`config.mk`:
```
export PLATFORM = sky130hd
export DESIGN_NAME = uotg_ctrl
export DESIGN_NICKNAME = d
export VERILOG_FILES = /design/src/uotg_pkg.sv /design/src/uotg_ctrl.sv
export SDC_FILE = /design/constraint.sdc
export NUM_CORES = 1
export LEC_CHECK = 0
export ABC_AREA = 0
export BUFFER_PORTS_ARGS = -buffer_cell sky130_fd_sc_hd__clkbuf_2
export CAP_MARGIN = 10
export CORE_ASPECT_RATIO = 0.6
export CORE_UTILIZATION = 25
export CTS_BUF_LIST = sky130_fd_sc_hd__clkbuf_16
export DETAILED_ROUTE_END_ITERATION = 10
export PLACE_DENSITY = 0.42
export RECOVER_POWER = 25
export SETUP_SLACK_MARGIN = 0.02
export SYNTH_ARGS = -nofsm -noshare
export SYNTH_HDL_FRONTEND = slang
export SYNTH_SLANG_ARGS = --single-unit
```
`constraint.sdc`:
```
create_clock -name mclk_i -period 2.3 [get_ports mclk_i]
set_input_delay 0.23 -clock mclk_i [delete_from_list [all_inputs] [get_ports mclk_i]]
set_output_delay 0.23 -clock mclk_i [all_outputs]
set_load 0.02 [all_outputs]
```
`src/uotg_pkg.sv`:
```
// Package: register map, field positions, reset values and timing counts
package uotg_pkg;

  // ==========================================================
  // Register offsets (base word of each register)
  localparam logic [7:0] OFS_FLAGS   = 8'h00;
  localparam logic [7:0] OFS_ENABLES = 8'h10;
  localparam logic [7:0] OFS_STATUS  = 8'h20;
  localparam logic [7:0] OFS_CONTROL = 8'h30;
  localparam logic [7:0] OFS_POWER   = 8'h40;

  // Companion alias sub-offsets
  localparam logic [1:0] SUB_PLAIN = 2'h0;
  localparam logic [1:0] SUB_CLR   = 2'h1;
  localparam logic [1:0] SUB_SET   = 2'h2;
  localparam logic [1:0] SUB_INV   = 2'h3;

  // ==========================================================
  // Flag and enable field positions
  localparam int unsigned BIT_ID_CHG   = 7;
  localparam int unsigned BIT_MS_TICK  = 6;
  localparam int unsigned BIT_LINE_CHG = 5;
  localparam int unsigned BIT_ACT      = 4;
  localparam int unsigned BIT_SESV_CHG = 3;
  localparam int unsigned BIT_SESE_CHG = 2;
  localparam int unsigned BIT_VBUS_CHG = 0;
  localparam logic [7:0] FLAG_MASK     = 8'hFD;

  // Live status positions
  localparam logic [7:0] STATUS_MASK = 8'hAD;

  // Control field positions
  localparam int unsigned BIT_DP_PU   = 7;
  localparam int unsigned BIT_DM_PU   = 6;
  localparam int unsigned BIT_DP_PD   = 5;
  localparam int unsigned BIT_DM_PD   = 4;
  localparam int unsigned BIT_VBUS_ON = 3;
  localparam int unsigned BIT_PULL_SW = 2;
  localparam int unsigned BIT_VB_CHG  = 1;
  localparam int unsigned BIT_VB_DIS  = 0;

  // Power field positions
  localparam int unsigned BIT_ACT_PND = 7;
  localparam int unsigned BIT_SLP_GRD = 4;
  localparam int unsigned BIT_BUSY    = 3;
  localparam int unsigned BIT_SUSPEND = 1;
  localparam int unsigned BIT_PWR_ON  = 0;
  localparam logic [7:0] POWER_WMASK  = 8'h13;

  // ==========================================================
  // Reset values
  localparam logic [7:0] RST_FLAGS   = 8'h00;
  localparam logic [7:0] RST_ENABLES = 8'h00;
  localparam logic [7:0] RST_CONTROL = 8'h00;
  localparam logic [7:0] RST_POWER   = 8'h00;

  // ==========================================================
  // Timing: clock rate and 1 ms timebase
  localparam int unsigned CLK_HZ       = 20_000_000;
  localparam int unsigned TICK_US      = 1000;
  localparam int unsigned TICK_CYCLES  = (CLK_HZ / 1_000_000) * TICK_US;
  localparam int unsigned BUSY_CYCLES  = 8;

  // AXI responses
  localparam logic [1:0] RESP_OKAY   = 2'h0;
  localparam logic [1:0] RESP_SLVERR = 2'h2;

  // Line and VBUS inputs grouped
  typedef struct packed {
    logic cable_id;
    logic se0;
    logic j_state_ind;
    logic sess_valid;
    logic sess_end;
    logic vbus_valid;
    logic bus_wake;
  } uotg_line_t;

  // Pull resistor group
  typedef struct packed {
    logic dp_pu;
    logic dm_pu;
    logic dp_pd;
    logic dm_pd;
  } uotg_pull_t;

endpackage

```
`src/uotg_ctrl.sv`:
```
// OTG supervision, line and VBUS control and module power with AXI4-Lite access
// Operation
// - Flags set by hardware; written one clears; written zero keeps.
// - Bit 7 sets when sampled cable identity changes.
// - Bit 6 sets whenever the 1 ms timer expires.
// - Bit 5 sets when line state settles 1 ms and differs.
// - Bit 4 sets when bus activity wakes the device.
// - Bit 3 sets when VBUS falls below session end.
// - Bit 2 sets on any session end comparator transition.
// - Bit 0 sets on session valid transition; bit 1 unimplemented.
// - Enable register, one bit per flag, resets disabled.
// - Bits 31-8 and unimplemented bits read zero, ignore writes.
// - Status bit 7 shows identity pin: one means no or B cable.
// - Status bit 5 one only if line indications stable for 1 ms.
// - Status bits 3, 2, 0 show session valid, end, VBUS valid.
// - Control bits 7-4 enable D+/D- pull-ups and pull-downs.
// - Control bit 2 selects software or hardware pull control.
// - Control bits 3, 1, 0 drive VBUS power, charge, discharge.
// - Power bit 7 shows activity detected, interrupt not raised.
// - Power bit 4 blocks sleep on activity or pending notice.
// - Power bit 3 busy while active or not yet re-enableable.
// - Power bit 1 suspends: gates 48 MHz clock, transceiver low power.
// - Power bit 0 low keeps module off; pulls, VBUS and clock inactive.
// - Offsets 0x4, 0x8, 0xC clear, set, invert written ones; for flags, 0x8 has no effect and 0xC clears.
`timescale 1ns/1ns
module uotg_ctrl
  import uotg_pkg::*;
#(
  parameter int unsigned TICK_LEN = TICK_CYCLES,
  parameter int unsigned BUSY_LEN = BUSY_CYCLES
) (
  input  wire logic        mclk_i,
  input  wire logic        arst_n_i,
  input  wire logic [7:0]  s_axi_awaddr_i,
  input  wire logic        s_axi_awvalid_i,
  output logic             s_axi_awready_o,
  input  wire logic [31:0] s_axi_wdata_i,
  input  wire logic [3:0]  s_axi_wstrb_i,
  input  wire logic        s_axi_wvalid_i,
  output logic             s_axi_wready_o,
  output logic [1:0]       s_axi_bresp_o,
  output logic             s_axi_bvalid_o,
  input  wire logic        s_axi_bready_i,
  input  wire logic [7:0]  s_axi_araddr_i,
  input  wire logic        s_axi_arvalid_i,
  output logic             s_axi_arready_o,
  output logic [31:0]      s_axi_rdata_o,
  output logic [1:0]       s_axi_rresp_o,
  output logic             s_axi_rvalid_o,
  input  wire logic        s_axi_rready_i,
  input  wire uotg_line_t  line_i,
  input  wire uotg_pull_t  hw_pull_i,
  input  wire logic        core_active_i,
  output uotg_pull_t       pull_o,
  output logic             vbus_power_on_o,
  output logic             vbus_charge_en_o,
  output logic             vbus_discharge_en_o,
  output logic             usb_clk_en_o,
  output logic             xcvr_low_power_o,
  output logic             module_power_on_o,
  output logic             sleep_block_o,
  output logic             otg_irq_o
);
  // ==========================================================
  // Register state
  logic [7:0]  otg_event_flags, otg_event_enables, otg_line_vbus_control;
  logic [7:0]  power_sw, otg_live_status, usb_power_control, flag_set;
  logic [15:0] tick_cnt, stable_cnt;
  logic [1:0]  line_prev, settled_prev;
  logic        tick, line_settled_state, id_prev, sese_prev, vbv_prev;
  logic        activity_irq_pending, module_busy_ind;
  logic [7:0]  busy_cnt;
  // AXI write channel holding
  logic        aw_held, w_held, wr_go, wr_hit;
  logic [7:0]  aw_addr, wr_val, wr_reg;
  logic [31:0] w_data;
  logic [3:0]  w_strb;
  logic [1:0]  wr_sub;
  // ==========================================================
  // 1 ms timebase
  always_ff @(posedge mclk_i or negedge arst_n_i) begin
    if (!arst_n_i) begin
      tick_cnt <= 16'h0000;
      tick     <= 1'b0;
    end else if (tick_cnt == 16'(TICK_LEN - 1)) begin
      tick_cnt <= 16'h0000;
      tick     <= 1'b1;
    end else begin
      tick_cnt <= tick_cnt + 16'h0001;
      tick     <= 1'b0;
    end
  end
  // Line state stability tracker
  always_ff @(posedge mclk_i or negedge arst_n_i) begin
    if (!arst_n_i) begin
      line_prev          <= 2'h0;
      stable_cnt         <= 16'h0000;
      line_settled_state <= 1'b0;
      settled_prev       <= 2'h0;
    end else begin
      line_prev <= {line_i.se0, line_i.j_state_ind};
      if ({line_i.se0, line_i.j_state_ind} != line_prev) begin
        stable_cnt         <= 16'h0000;
        line_settled_state <= 1'b0;
      end else if (stable_cnt != 16'(TICK_LEN - 1)) begin
        stable_cnt <= stable_cnt + 16'h0001;
      end else begin
        // stable for the previous 1 ms
        line_settled_state <= 1'b1;
        if (!line_settled_state) begin
          settled_prev <= line_prev;
        end
      end
    end
  end
  // Previous comparator and identity samples
  always_ff @(posedge mclk_i or negedge arst_n_i) begin
    if (!arst_n_i) begin
      id_prev   <= 1'b1;
      sese_prev <= 1'b0;
      vbv_prev  <= 1'b0;
    end else begin
      id_prev   <= line_i.cable_id;
      sese_prev <= line_i.sess_end;
      vbv_prev  <= line_i.sess_valid;
    end
  end
  // ==========================================================
  // Event detection
  always_comb begin
    flag_set = 8'h00;
    flag_set[BIT_ID_CHG] = line_i.cable_id != id_prev;
    flag_set[BIT_MS_TICK] = tick;
    // settled line state differs from last settled state
    flag_set[BIT_LINE_CHG] = !line_settled_state && line_prev == {line_i.se0, line_i.j_state_ind}
                             && stable_cnt == 16'(TICK_LEN - 1) && line_prev != settled_prev;
    flag_set[BIT_ACT] = line_i.bus_wake;
    flag_set[BIT_SESV_CHG] = line_i.sess_end && !sese_prev;
    flag_set[BIT_SESE_CHG] = line_i.sess_end != sese_prev;
    flag_set[BIT_VBUS_CHG] = line_i.sess_valid != vbv_prev;
  end
  // ==========================================================
  // AXI write address and data capture
  always_ff @(posedge mclk_i or negedge arst_n_i) begin
    if (!arst_n_i) begin
      aw_held <= 1'b0;
      w_held  <= 1'b0;
      aw_addr <= 8'h00;
      w_data  <= 32'h0000_0000;
      w_strb  <= 4'h0;
    end else begin
      if (s_axi_awvalid_i && s_axi_awready_o) begin
        aw_held <= 1'b1;
        aw_addr <= s_axi_awaddr_i;
      end else if (wr_go) begin
        aw_held <= 1'b0;
      end
      if (s_axi_wvalid_i && s_axi_wready_o) begin
        w_held <= 1'b1;
        w_data <= s_axi_wdata_i;
        w_strb <= s_axi_wstrb_i;
      end else if (wr_go) begin
        w_held <= 1'b0;
      end
    end
  end
  assign s_axi_awready_o = !aw_held && !s_axi_bvalid_o;
  assign s_axi_wready_o  = !w_held && !s_axi_bvalid_o;
  assign wr_go  = aw_held && w_held && !s_axi_bvalid_o;
  assign wr_reg = {aw_addr[7:4], 4'h0};
  assign wr_sub = aw_addr[3:2];
  assign wr_val = w_strb[0] ? w_data[7:0] : 8'h00;
  assign wr_hit = wr_reg == OFS_FLAGS || wr_reg == OFS_ENABLES || wr_reg == OFS_STATUS
                  || wr_reg == OFS_CONTROL || wr_reg == OFS_POWER;
  // Write response
  always_ff @(posedge mclk_i or negedge arst_n_i) begin
    if (!arst_n_i) begin
      s_axi_bvalid_o <= 1'b0;
      s_axi_bresp_o  <= RESP_OKAY;
    end else if (wr_go) begin
      s_axi_bvalid_o <= 1'b1;
      s_axi_bresp_o  <= wr_hit ? RESP_OKAY : RESP_SLVERR;
    end else if (s_axi_bready_i) begin
      s_axi_bvalid_o <= 1'b0;
    end
  end
  // Generic alias update: plain, clear, set, invert
  function automatic logic [7:0] apply_wr(input logic [7:0] cur, input logic [7:0] val,
                                          input logic [1:0] sub, input logic [7:0] msk);
    logic [7:0] res;
    res = cur;
    case (sub)
      SUB_PLAIN: res = val;
      SUB_CLR:   res = cur & ~val;
      SUB_SET:   res = cur | val;
      default:   res = cur ^ val;
    endcase
    return res & msk;
  endfunction
  // ==========================================================
  // Event flags: set wins over clear
  always_ff @(posedge mclk_i or negedge arst_n_i) begin
    if (!arst_n_i) begin
      otg_event_flags <= RST_FLAGS;
    end else begin
      if (wr_go && wr_reg == OFS_FLAGS && wr_sub != SUB_SET) begin
        otg_event_flags <= ((otg_event_flags & ~wr_val) | flag_set) & FLAG_MASK;
      end else begin
        otg_event_flags <= (otg_event_flags | flag_set) & FLAG_MASK;
      end
    end
  end
  // Enables, control and power software bits
  always_ff @(posedge mclk_i or negedge arst_n_i) begin
    if (!arst_n_i) begin
      otg_event_enables     <= RST_ENABLES;
      otg_line_vbus_control <= RST_CONTROL;
      power_sw              <= RST_POWER;
    end else if (wr_go) begin
      if (wr_reg == OFS_ENABLES) begin
        otg_event_enables <= apply_wr(otg_event_enables, wr_val, wr_sub, FLAG_MASK);
      end else if (wr_reg == OFS_CONTROL) begin
        otg_line_vbus_control <= apply_wr(otg_line_vbus_control, wr_val, wr_sub, 8'hFF);
      end else if (wr_reg == OFS_POWER) begin
        power_sw <= apply_wr(power_sw, wr_val, wr_sub, POWER_WMASK);
      end
    end
  end
  // ==========================================================
  // Activity pending and busy tracking
  always_ff @(posedge mclk_i or negedge arst_n_i) begin
    if (!arst_n_i) begin
      activity_irq_pending <= 1'b0;
    end else begin
      // activity seen, interrupt not yet raised
      activity_irq_pending <= line_i.bus_wake && !otg_event_flags[BIT_ACT];
    end
  end
  // Busy countdown after power-off
  always_ff @(posedge mclk_i or negedge arst_n_i) begin
    if (!arst_n_i) begin
      busy_cnt        <= 8'h00;
      module_busy_ind <= 1'b0;
    end else begin
      // busy while on or winding down
      if (power_sw[BIT_PWR_ON] || core_active_i) begin
        busy_cnt        <= 8'(BUSY_LEN);
        module_busy_ind <= 1'b1;
      end else if (busy_cnt != 8'h00) begin
        busy_cnt        <= busy_cnt - 8'h01;
        module_busy_ind <= 1'b1;
      end else begin
        module_busy_ind <= 1'b0;
      end
    end
  end
  // Live status and power readback
  always_comb begin
    otg_live_status = 8'h00;
    otg_live_status[7] = line_i.cable_id;
    otg_live_status[5] = line_settled_state;
    otg_live_status[3] = line_i.sess_valid;
    otg_live_status[2] = line_i.sess_end;
    otg_live_status[0] = line_i.vbus_valid;
    usb_power_control = power_sw;
    usb_power_control[BIT_ACT_PND] = activity_irq_pending;
    usb_power_control[BIT_BUSY]    = module_busy_ind;
  end
  // ==========================================================
  // AXI read channel
  always_ff @(posedge mclk_i or negedge arst_n_i) begin
    if (!arst_n_i) begin
      s_axi_rvalid_o <= 1'b0;
      s_axi_rdata_o  <= 32'h0000_0000;
      s_axi_rresp_o  <= RESP_OKAY;
    end else if (s_axi_arvalid_i && s_axi_arready_o) begin
      s_axi_rvalid_o <= 1'b1;
      s_axi_rresp_o  <= RESP_OKAY;
      if (s_axi_araddr_i[7:2] == OFS_FLAGS[7:2]) begin
        s_axi_rdata_o <= {24'h000000, otg_event_flags};
      end else if (s_axi_araddr_i[7:2] == OFS_ENABLES[7:2]) begin
        s_axi_rdata_o <= {24'h000000, otg_event_enables};
      end else if (s_axi_araddr_i[7:2] == OFS_STATUS[7:2]) begin
        s_axi_rdata_o <= {24'h000000, otg_live_status & STATUS_MASK};
      end else if (s_axi_araddr_i[7:2] == OFS_CONTROL[7:2]) begin
        s_axi_rdata_o <= {24'h000000, otg_line_vbus_control};
      end else if (s_axi_araddr_i[7:2] == OFS_POWER[7:2]) begin
        s_axi_rdata_o <= {24'h000000, usb_power_control};
      end else begin
        s_axi_rdata_o <= 32'h0000_0000;
        s_axi_rresp_o <= RESP_SLVERR;
      end
    end else if (s_axi_rready_i) begin
      s_axi_rvalid_o <= 1'b0;
    end
  end
  // Read address ready while no read pending
  assign s_axi_arready_o = !s_axi_rvalid_o;
  // ==========================================================
  // Pin and power outputs, all registered
  always_ff @(posedge mclk_i or negedge arst_n_i) begin
    if (!arst_n_i) begin
      pull_o              <= '0;
      vbus_power_on_o     <= 1'b0;
      vbus_charge_en_o    <= 1'b0;
      vbus_discharge_en_o <= 1'b0;
      usb_clk_en_o        <= 1'b0;
      xcvr_low_power_o    <= 1'b1;
      module_power_on_o   <= 1'b0;
      sleep_block_o       <= 1'b0;
    end else begin
      // pulls and VBUS outputs inactive while module is off
      module_power_on_o <= power_sw[BIT_PWR_ON];
      if (!power_sw[BIT_PWR_ON]) begin
        pull_o              <= '0;
        vbus_power_on_o     <= 1'b0;
        vbus_charge_en_o    <= 1'b0;
        vbus_discharge_en_o <= 1'b0;
      end else begin
        // pull enables, software or hardware source
        if (otg_line_vbus_control[BIT_PULL_SW]) begin
          pull_o <= otg_line_vbus_control[7:4];
        end else begin
          pull_o <= hw_pull_i;
        end
        vbus_power_on_o     <= otg_line_vbus_control[BIT_VBUS_ON];
        vbus_charge_en_o    <= otg_line_vbus_control[BIT_VB_CHG];
        vbus_discharge_en_o <= otg_line_vbus_control[BIT_VB_DIS];
      end
      // suspend gates the 48 MHz clock
      usb_clk_en_o     <= power_sw[BIT_PWR_ON] && !power_sw[BIT_SUSPEND];
      xcvr_low_power_o <= !power_sw[BIT_PWR_ON] || power_sw[BIT_SUSPEND];
      sleep_block_o <= power_sw[BIT_SLP_GRD]
                       && (line_i.bus_wake || activity_irq_pending);
    end
  end
  // Interrupt request
  always_ff @(posedge mclk_i or negedge arst_n_i) begin
    if (!arst_n_i) begin
      otg_irq_o <= 1'b0;
    end else begin
      otg_irq_o <= |(otg_event_flags & otg_event_enables);
    end
  end
  // ==========================================================
  // Checks
  // flag survives zero writes
  flag_hold_a: assert property (@(posedge mclk_i) disable iff (!arst_n_i)
    otg_event_flags[BIT_MS_TICK] && !(wr_go && wr_reg == OFS_FLAGS && wr_val[BIT_MS_TICK])
    |=> otg_event_flags[BIT_MS_TICK])
    else $error("flag lost without clear");
  id_change_a: assert property (@(posedge mclk_i) disable iff (!arst_n_i)
    line_i.cable_id != id_prev |=> otg_event_flags[BIT_ID_CHG])
    else $error("identity change missed");
  tick_flag_a: assert property (@(posedge mclk_i) disable iff (!arst_n_i)
    tick |=> otg_event_flags[BIT_MS_TICK])
    else $error("tick flag missed");
  sese_flag_a: assert property (@(posedge mclk_i) disable iff (!arst_n_i)
    $changed(line_i.sess_end) |-> ##1 otg_event_flags[BIT_SESE_CHG])
    else $error("session end change missed");
  bit1_zero_a: assert property (@(posedge mclk_i) disable iff (!arst_n_i)
    !otg_event_flags[1] && !otg_event_enables[1])
    else $error("unimplemented bit set");
  power_off_a: assert property (@(posedge mclk_i) disable iff (!arst_n_i)
    !power_sw[BIT_PWR_ON] |=> pull_o == '0 && !vbus_power_on_o)
    else $error("outputs active while off");
  suspend_gate_a: assert property (@(posedge mclk_i) disable iff (!arst_n_i)
    power_sw[BIT_SUSPEND] |=> !usb_clk_en_o && xcvr_low_power_o)
    else $error("clock not gated in suspend");
  irq_follow_a: assert property (@(posedge mclk_i) disable iff (!arst_n_i)
    ##1 otg_irq_o == $past(|(otg_event_flags & otg_event_enables)))
    else $error("interrupt mismatch");
endmodule

```
## Word level (Yosys, flattened, before mapping)

Index checks and enable logic that the tools add are counted.

| storage, ports and cells | value |
|---|---|
| register bits | 146 |
| input bits | 71 |
| output and inout port bits | 53 |
| logic and storage cells | 166 |

| cells by class | value |
|---|---|
| add/subtract/negate cells | 3 |
| equal/unequal tests | 21 |
| multiplexer cells | 38 |
| bitwise gates (word level) | 19 |
| reductions and logical operators | 47 |

Operator list:

| kind | count |
|---|---|
| $mux 8 | 9 |
| $mux 16 | 3 |
| $pmux 8 s3 | 2 |
| $add 16x1->16 const B | 2 |
| $and 8x8->8 | 4 |
| $eq 16x15->1 const B | 2 |
| $or 8x8->8 | 4 |
| $logic_and 1x1->1 | 16 |
| $ne 16x15->1 const B | 1 |
| $xor 8x8->8 | 2 |
| $mux 1 | 15 |
| $pmux 5 s3 | 1 |
| $eq 6x4->1 const B | 2 |
| $mux 2 | 6 |
| $reduce_bool 2->1 | 6 |
| $logic_not 1->1 | 9 |
| $eq 4x2->1 const B | 2 |
| $logic_not 8->1 | 1 |
| $mux 4 | 2 |
| $not 8->8 | 1 |
| $reduce_bool 8->1 | 1 |
| $reduce_or 8->1 | 1 |
| $sub 8x1->8 const B | 1 |
| $logic_or 1x1->1 | 7 |
| other kinds (19) | 28 |

## Longest topological paths before layout

| depth | value |
|---|---|
| depth in word-level cells | 6 |
| gate-level depth with buffers | 8 |
| depth with buffers taken out | 6 |

## Worst setup path before layout

No wires, ideal clock.

| timing path | value |
|---|---|
| path type | reg2reg |
| start | reg busy_cnt[0] |
| end | reg busy_cnt[1] |
| library setup time | 0.125 ns |
| data arrival time | 1.795 ns |
| required time | 2.175 ns |
| slack | 0.379 ns |
| cell stages (with the launch flop) | 6 |
| buffers on the path | 0 |
| period minus slack after synthesis | 1.921 ns |
| cell sequence | dfrtp_1 -> inv_1 -> ha_1 -> or4b_4 -> or4_4 -> mux2_4 |

| on the way | value |
|---|---|
| cells in the longest elaborated chain, start to end | 3 |
| elaborated cells on any way between the ends | 5 |
| those cells by class | add/sub: 1; mux: 2; reduce/logical: 2 |

RTL lines:

| item | line | text |
|---|---|---|
| from (decl) | uotg_ctrl.sv:72 | `logic [7:0] busy_cnt;` |
| from (signal assigned) | uotg_ctrl.sv:247 | `busy_cnt <= 8'(BUSY_LEN);` |
| from (signal assigned) | uotg_ctrl.sv:250 | `busy_cnt <= busy_cnt - 8'h01;` |
| $sub 8x1->8 | uotg_ctrl.sv:250 |  |
| $mux 8 | uotg_ctrl.sv:249 | `end else if (busy_cnt != 8'h00) begin` |
| $mux 8 | uotg_ctrl.sv:246 | `if (power_sw[BIT_PWR_ON] \|\| core_active_i) begin` |

Several ways; a longest one is shown, not always the timed one. The select of a mux whose other input is x is not followed.
A chain may end at the register's enable or synchronous reset.

## Worst setup path after layout

Same ends and word-level chain as after synthesis.

==> results.toml <==
[floorplanning]
die-area_sq_um = 26180
initial_core_util_pct = 25.93
rows = 44
core_sq_um = 24610
die_h_um = 125.7
die_w_um = 208.2
ioPinCount = 124

[sta]
slew_violations = 0
setup-violations-final = 0
clock_skew_ns = 0.006624
fin_tns_setup_ns = 0
min_period_over_period_pct = 88.35
fmax_ghz = 0.4921
hold_viol = 0
worstMarginPinSlew_ns = 0.8722
rsz0062_at_grt = "no"
fin_crit_ns = 2.032
slew_headroom_pct = 41.86

[clocking]
clockRootBuffer = "clkbuf_16"
cts_sinks = 117
cts_made_buffers = 17
ctsResizeCount = 0
cts_htree_levels = 4
cts_max_path_buffers = 2
cts_tree = "done"
clk_latency_ns = 0.43
clkTransAtPathRegs_ns = 0.06

[synth]
synth_compound_area_share_pct = 10.88
synth_warnings = 0
syn_area_sq_um = 6380
synth_top_cell_area_share_pct = 45.11
yosysTopAreaCell = "dfrtp_1"
avgSynthCellArea_sq_um = 9.681
yosysSeqAreaShare_pct = 45.93
synth-simple-area-share_pct = 19.18
muxShareOfSynthArea_pct = 5.197
ys_seq_elements = 117
synthTopCellsByArea = "dfrtp_1, ha_1, nand2_1"
synth_ff_type = "dfrtp_1"
netlist_instances = 659
synth-adder-area-share_pct = 8.041
synthXorXnorAreaFrac_pct = 4.118
synth-edff-count = 0
async_reset_ff_share_pct = 100.0
synth_cell_type_count = 59
synth_top_family_by_area = "simple AND/OR/NAND/NOR gates"

[power]
total_power_w = 0.008796
powerDensity_nw_per_um2 = 1142
ir_worst_vdd_v = 0.0004886
leakage_nw = 3.415

[routing]
drt-pass1-iter-count = 5
num_vias = 4706
routedWlPerCell_um = 15.17
wirelength_um = 16290
postRouteAntennaNets = 0
via_per_inst = 4.382
drtIter0Drc = 271
drc = 0

[global_route]
met3_usage_pct = 3.242
grt_pass1_wl_um = 25780
use_met2_pct = 15.35
grt_usage_pct = 13.08
grt_max_degree = 63
use_met1_pct = 21.40
grt_pass1_vias = 4321
grt_busiest_layer = "met1"
antenna_found_initial = 0
grt_overflow_total = 0

[hold_path]
holdPathStages = 3
hold_path_end = "pull_o[0]"
worstHoldPathType = "in -> reg"
min_from = "hw_pull_i[0]"

[placed_design]
dp.cells = 1034
placed_cell_area_sq_um = 7056
portBuffers = 66
place_congestion = 0.7326
dp_hpwl_um = 11820

[worst_setup_path]
worstPathRequired_ns = 2.61
rrSetupSlack_ns = 0.27
worstPathCellList = "inv_1, ha_1, or4b_4, or4_4, mux2_4"
timing.rr.end = "busy_cnt[1]"
path_max_fanout = 5
cpMaxStageDelayCell = "or4b_4"
rr_worst_depth = 5
crit_type = "reg -> reg"
crit_arrival_ns = 2.34
max_stage_delay_ns = 0.49
critPathBufInv = 1
crit_family = "simple AND/OR/NAND/NOR gates"
rr_startpoint = "busy_cnt[0]"
start_kind = "register"
setup.worst_path.end_class = "register"

[finish]
layout-drive-gt1-share_pct = 17.82
design_area_sq_um = 7704
n_antenna_cell = 0
fin_nets = 851
final_cells = 1074
layout.cells.most_common = "dfrtp_1"
final_cell_mix = "dfrtp_1, nand2_1, clkbuf_2"
syn2layout_area_growth_pct = 20.75

[status]
outcome = "finished clean"

[flow_run]
cap_violations = 0
worst register-to-register path: stages (launching register included):
cell and delay, ns:
dfrtp_1 0.37, inv_1 0.10, ha_1 0.18, or4b_4 0.49
or4_4 0.46, mux2_4 0.31
layer usage:
| layer | part of all wire [%] | vias to the layer above | wire, um |
|---|---|---|---|
| li1 | - | 2405 | - |
| met1 | 59 | 2222 | 9676 |
| met2 | 36 | 63 | 5919 |
| met3 | 2.9 | 16 | 465 |
| met4 | 1.4 | 0 | 229 |
| met5 | 0 | - | 0 |
kinds of logic (layout without fill, tap and decap cells):
group,after synthesis,count (layout)
and+or+nand+nor,240,240
AOI/OAI and AO/OA,118,118
DFF,117,117
buffers and inverters,84,152
adders and majority gates,41,41
xor gates and xnor gates,30,30
muxes,28,28
other,1,26
synthesized netlist by cell type (all sizes together) (6+ instances only):
library cell and instances:
buf 29, or3 8, nor2 58, a21oi 43, ha 41, mux2 18, clkbuf 24, nand2 62
xor2 14, inv 30, dfrtp 115, o21ai 40, nand3 15, xnor2 16, o31ai 6, a211oi 11
nor4 10, nand4 9, nor3 27, mux2i 8, nor2b 25
how the worst max path moves through the flow:
stage	slack [ns]	end	depth (start not counted)	start
after floorplan	0.38	busy_cnt[1]	5	busy_cnt[0]
after global placement	0.27	busy_cnt[1]	5	busy_cnt[0]
after detailed placement	0.29	busy_cnt[1]	5	busy_cnt[0]
after CTS	0.26	busy_cnt[1]	5	busy_cnt[0]
after global routing	0.14	busy_cnt[3]	3	arst_n_i
final	0.27	busy_cnt[1]	5	busy_cnt[0]
per-stage QoR:
| step | hold slack (ns) | setup slack, ns | util (%) |
|---|---|---|---|
| 2_1_floorplan | -0.06559 | 0.3795 | - |
| 3_3_place_gp | 0.2271 | 0.2703 | 28.67 |
| 3_5_place_dp | 0.2251 | 0.2855 | 28.67 |
| 4_1_cts | 0.009842 | 0.2622 | 31.42 |
| 5_1_grt | 0.02322 | 0.1417 | 31.30 |
| 6_report | 0.03969 | 0.2680 | 31.30 |
power by group:
part           switching, W  leakage, nW  internal [W]
Combinational       0.00178         1.64       0.00119
Sequential         0.000547         1.48       0.00253
Clock              0.000978        0.300       0.00178
Total               0.00330         3.41       0.00549
flip-flops by register name, summed over array words and instances, names as in the netlist, 2 cells and up:
register and flops:
stable_cnt 16, aw_addr 6, w_data 8, power_sw 3, otg_event_flags 7, otg_event_enables 7
s_axi_rdata_o 8, busy_cnt 8, line_prev 2, otg_line_vbus_control 8, settled_prev 2, tick_cnt 16
pull_o 4
what timing repair did:
item / CTS / global route
hold endpoints to repair: 37 / 0
hold buffers: 8 / 0
buffers inserted: 0 / 0
layout make-up:
type	instances	area [sq um]
fill	2595	16910
multi-input combinational	483	3123
sequential	117	2930
timing repair buffer	89	535.5
clock buffer	17	425.4
tap	322	402.9
clock inverter	15	170.2
inverter	31	116.4
Note: power is estimated with default switching activity, not from simulation.
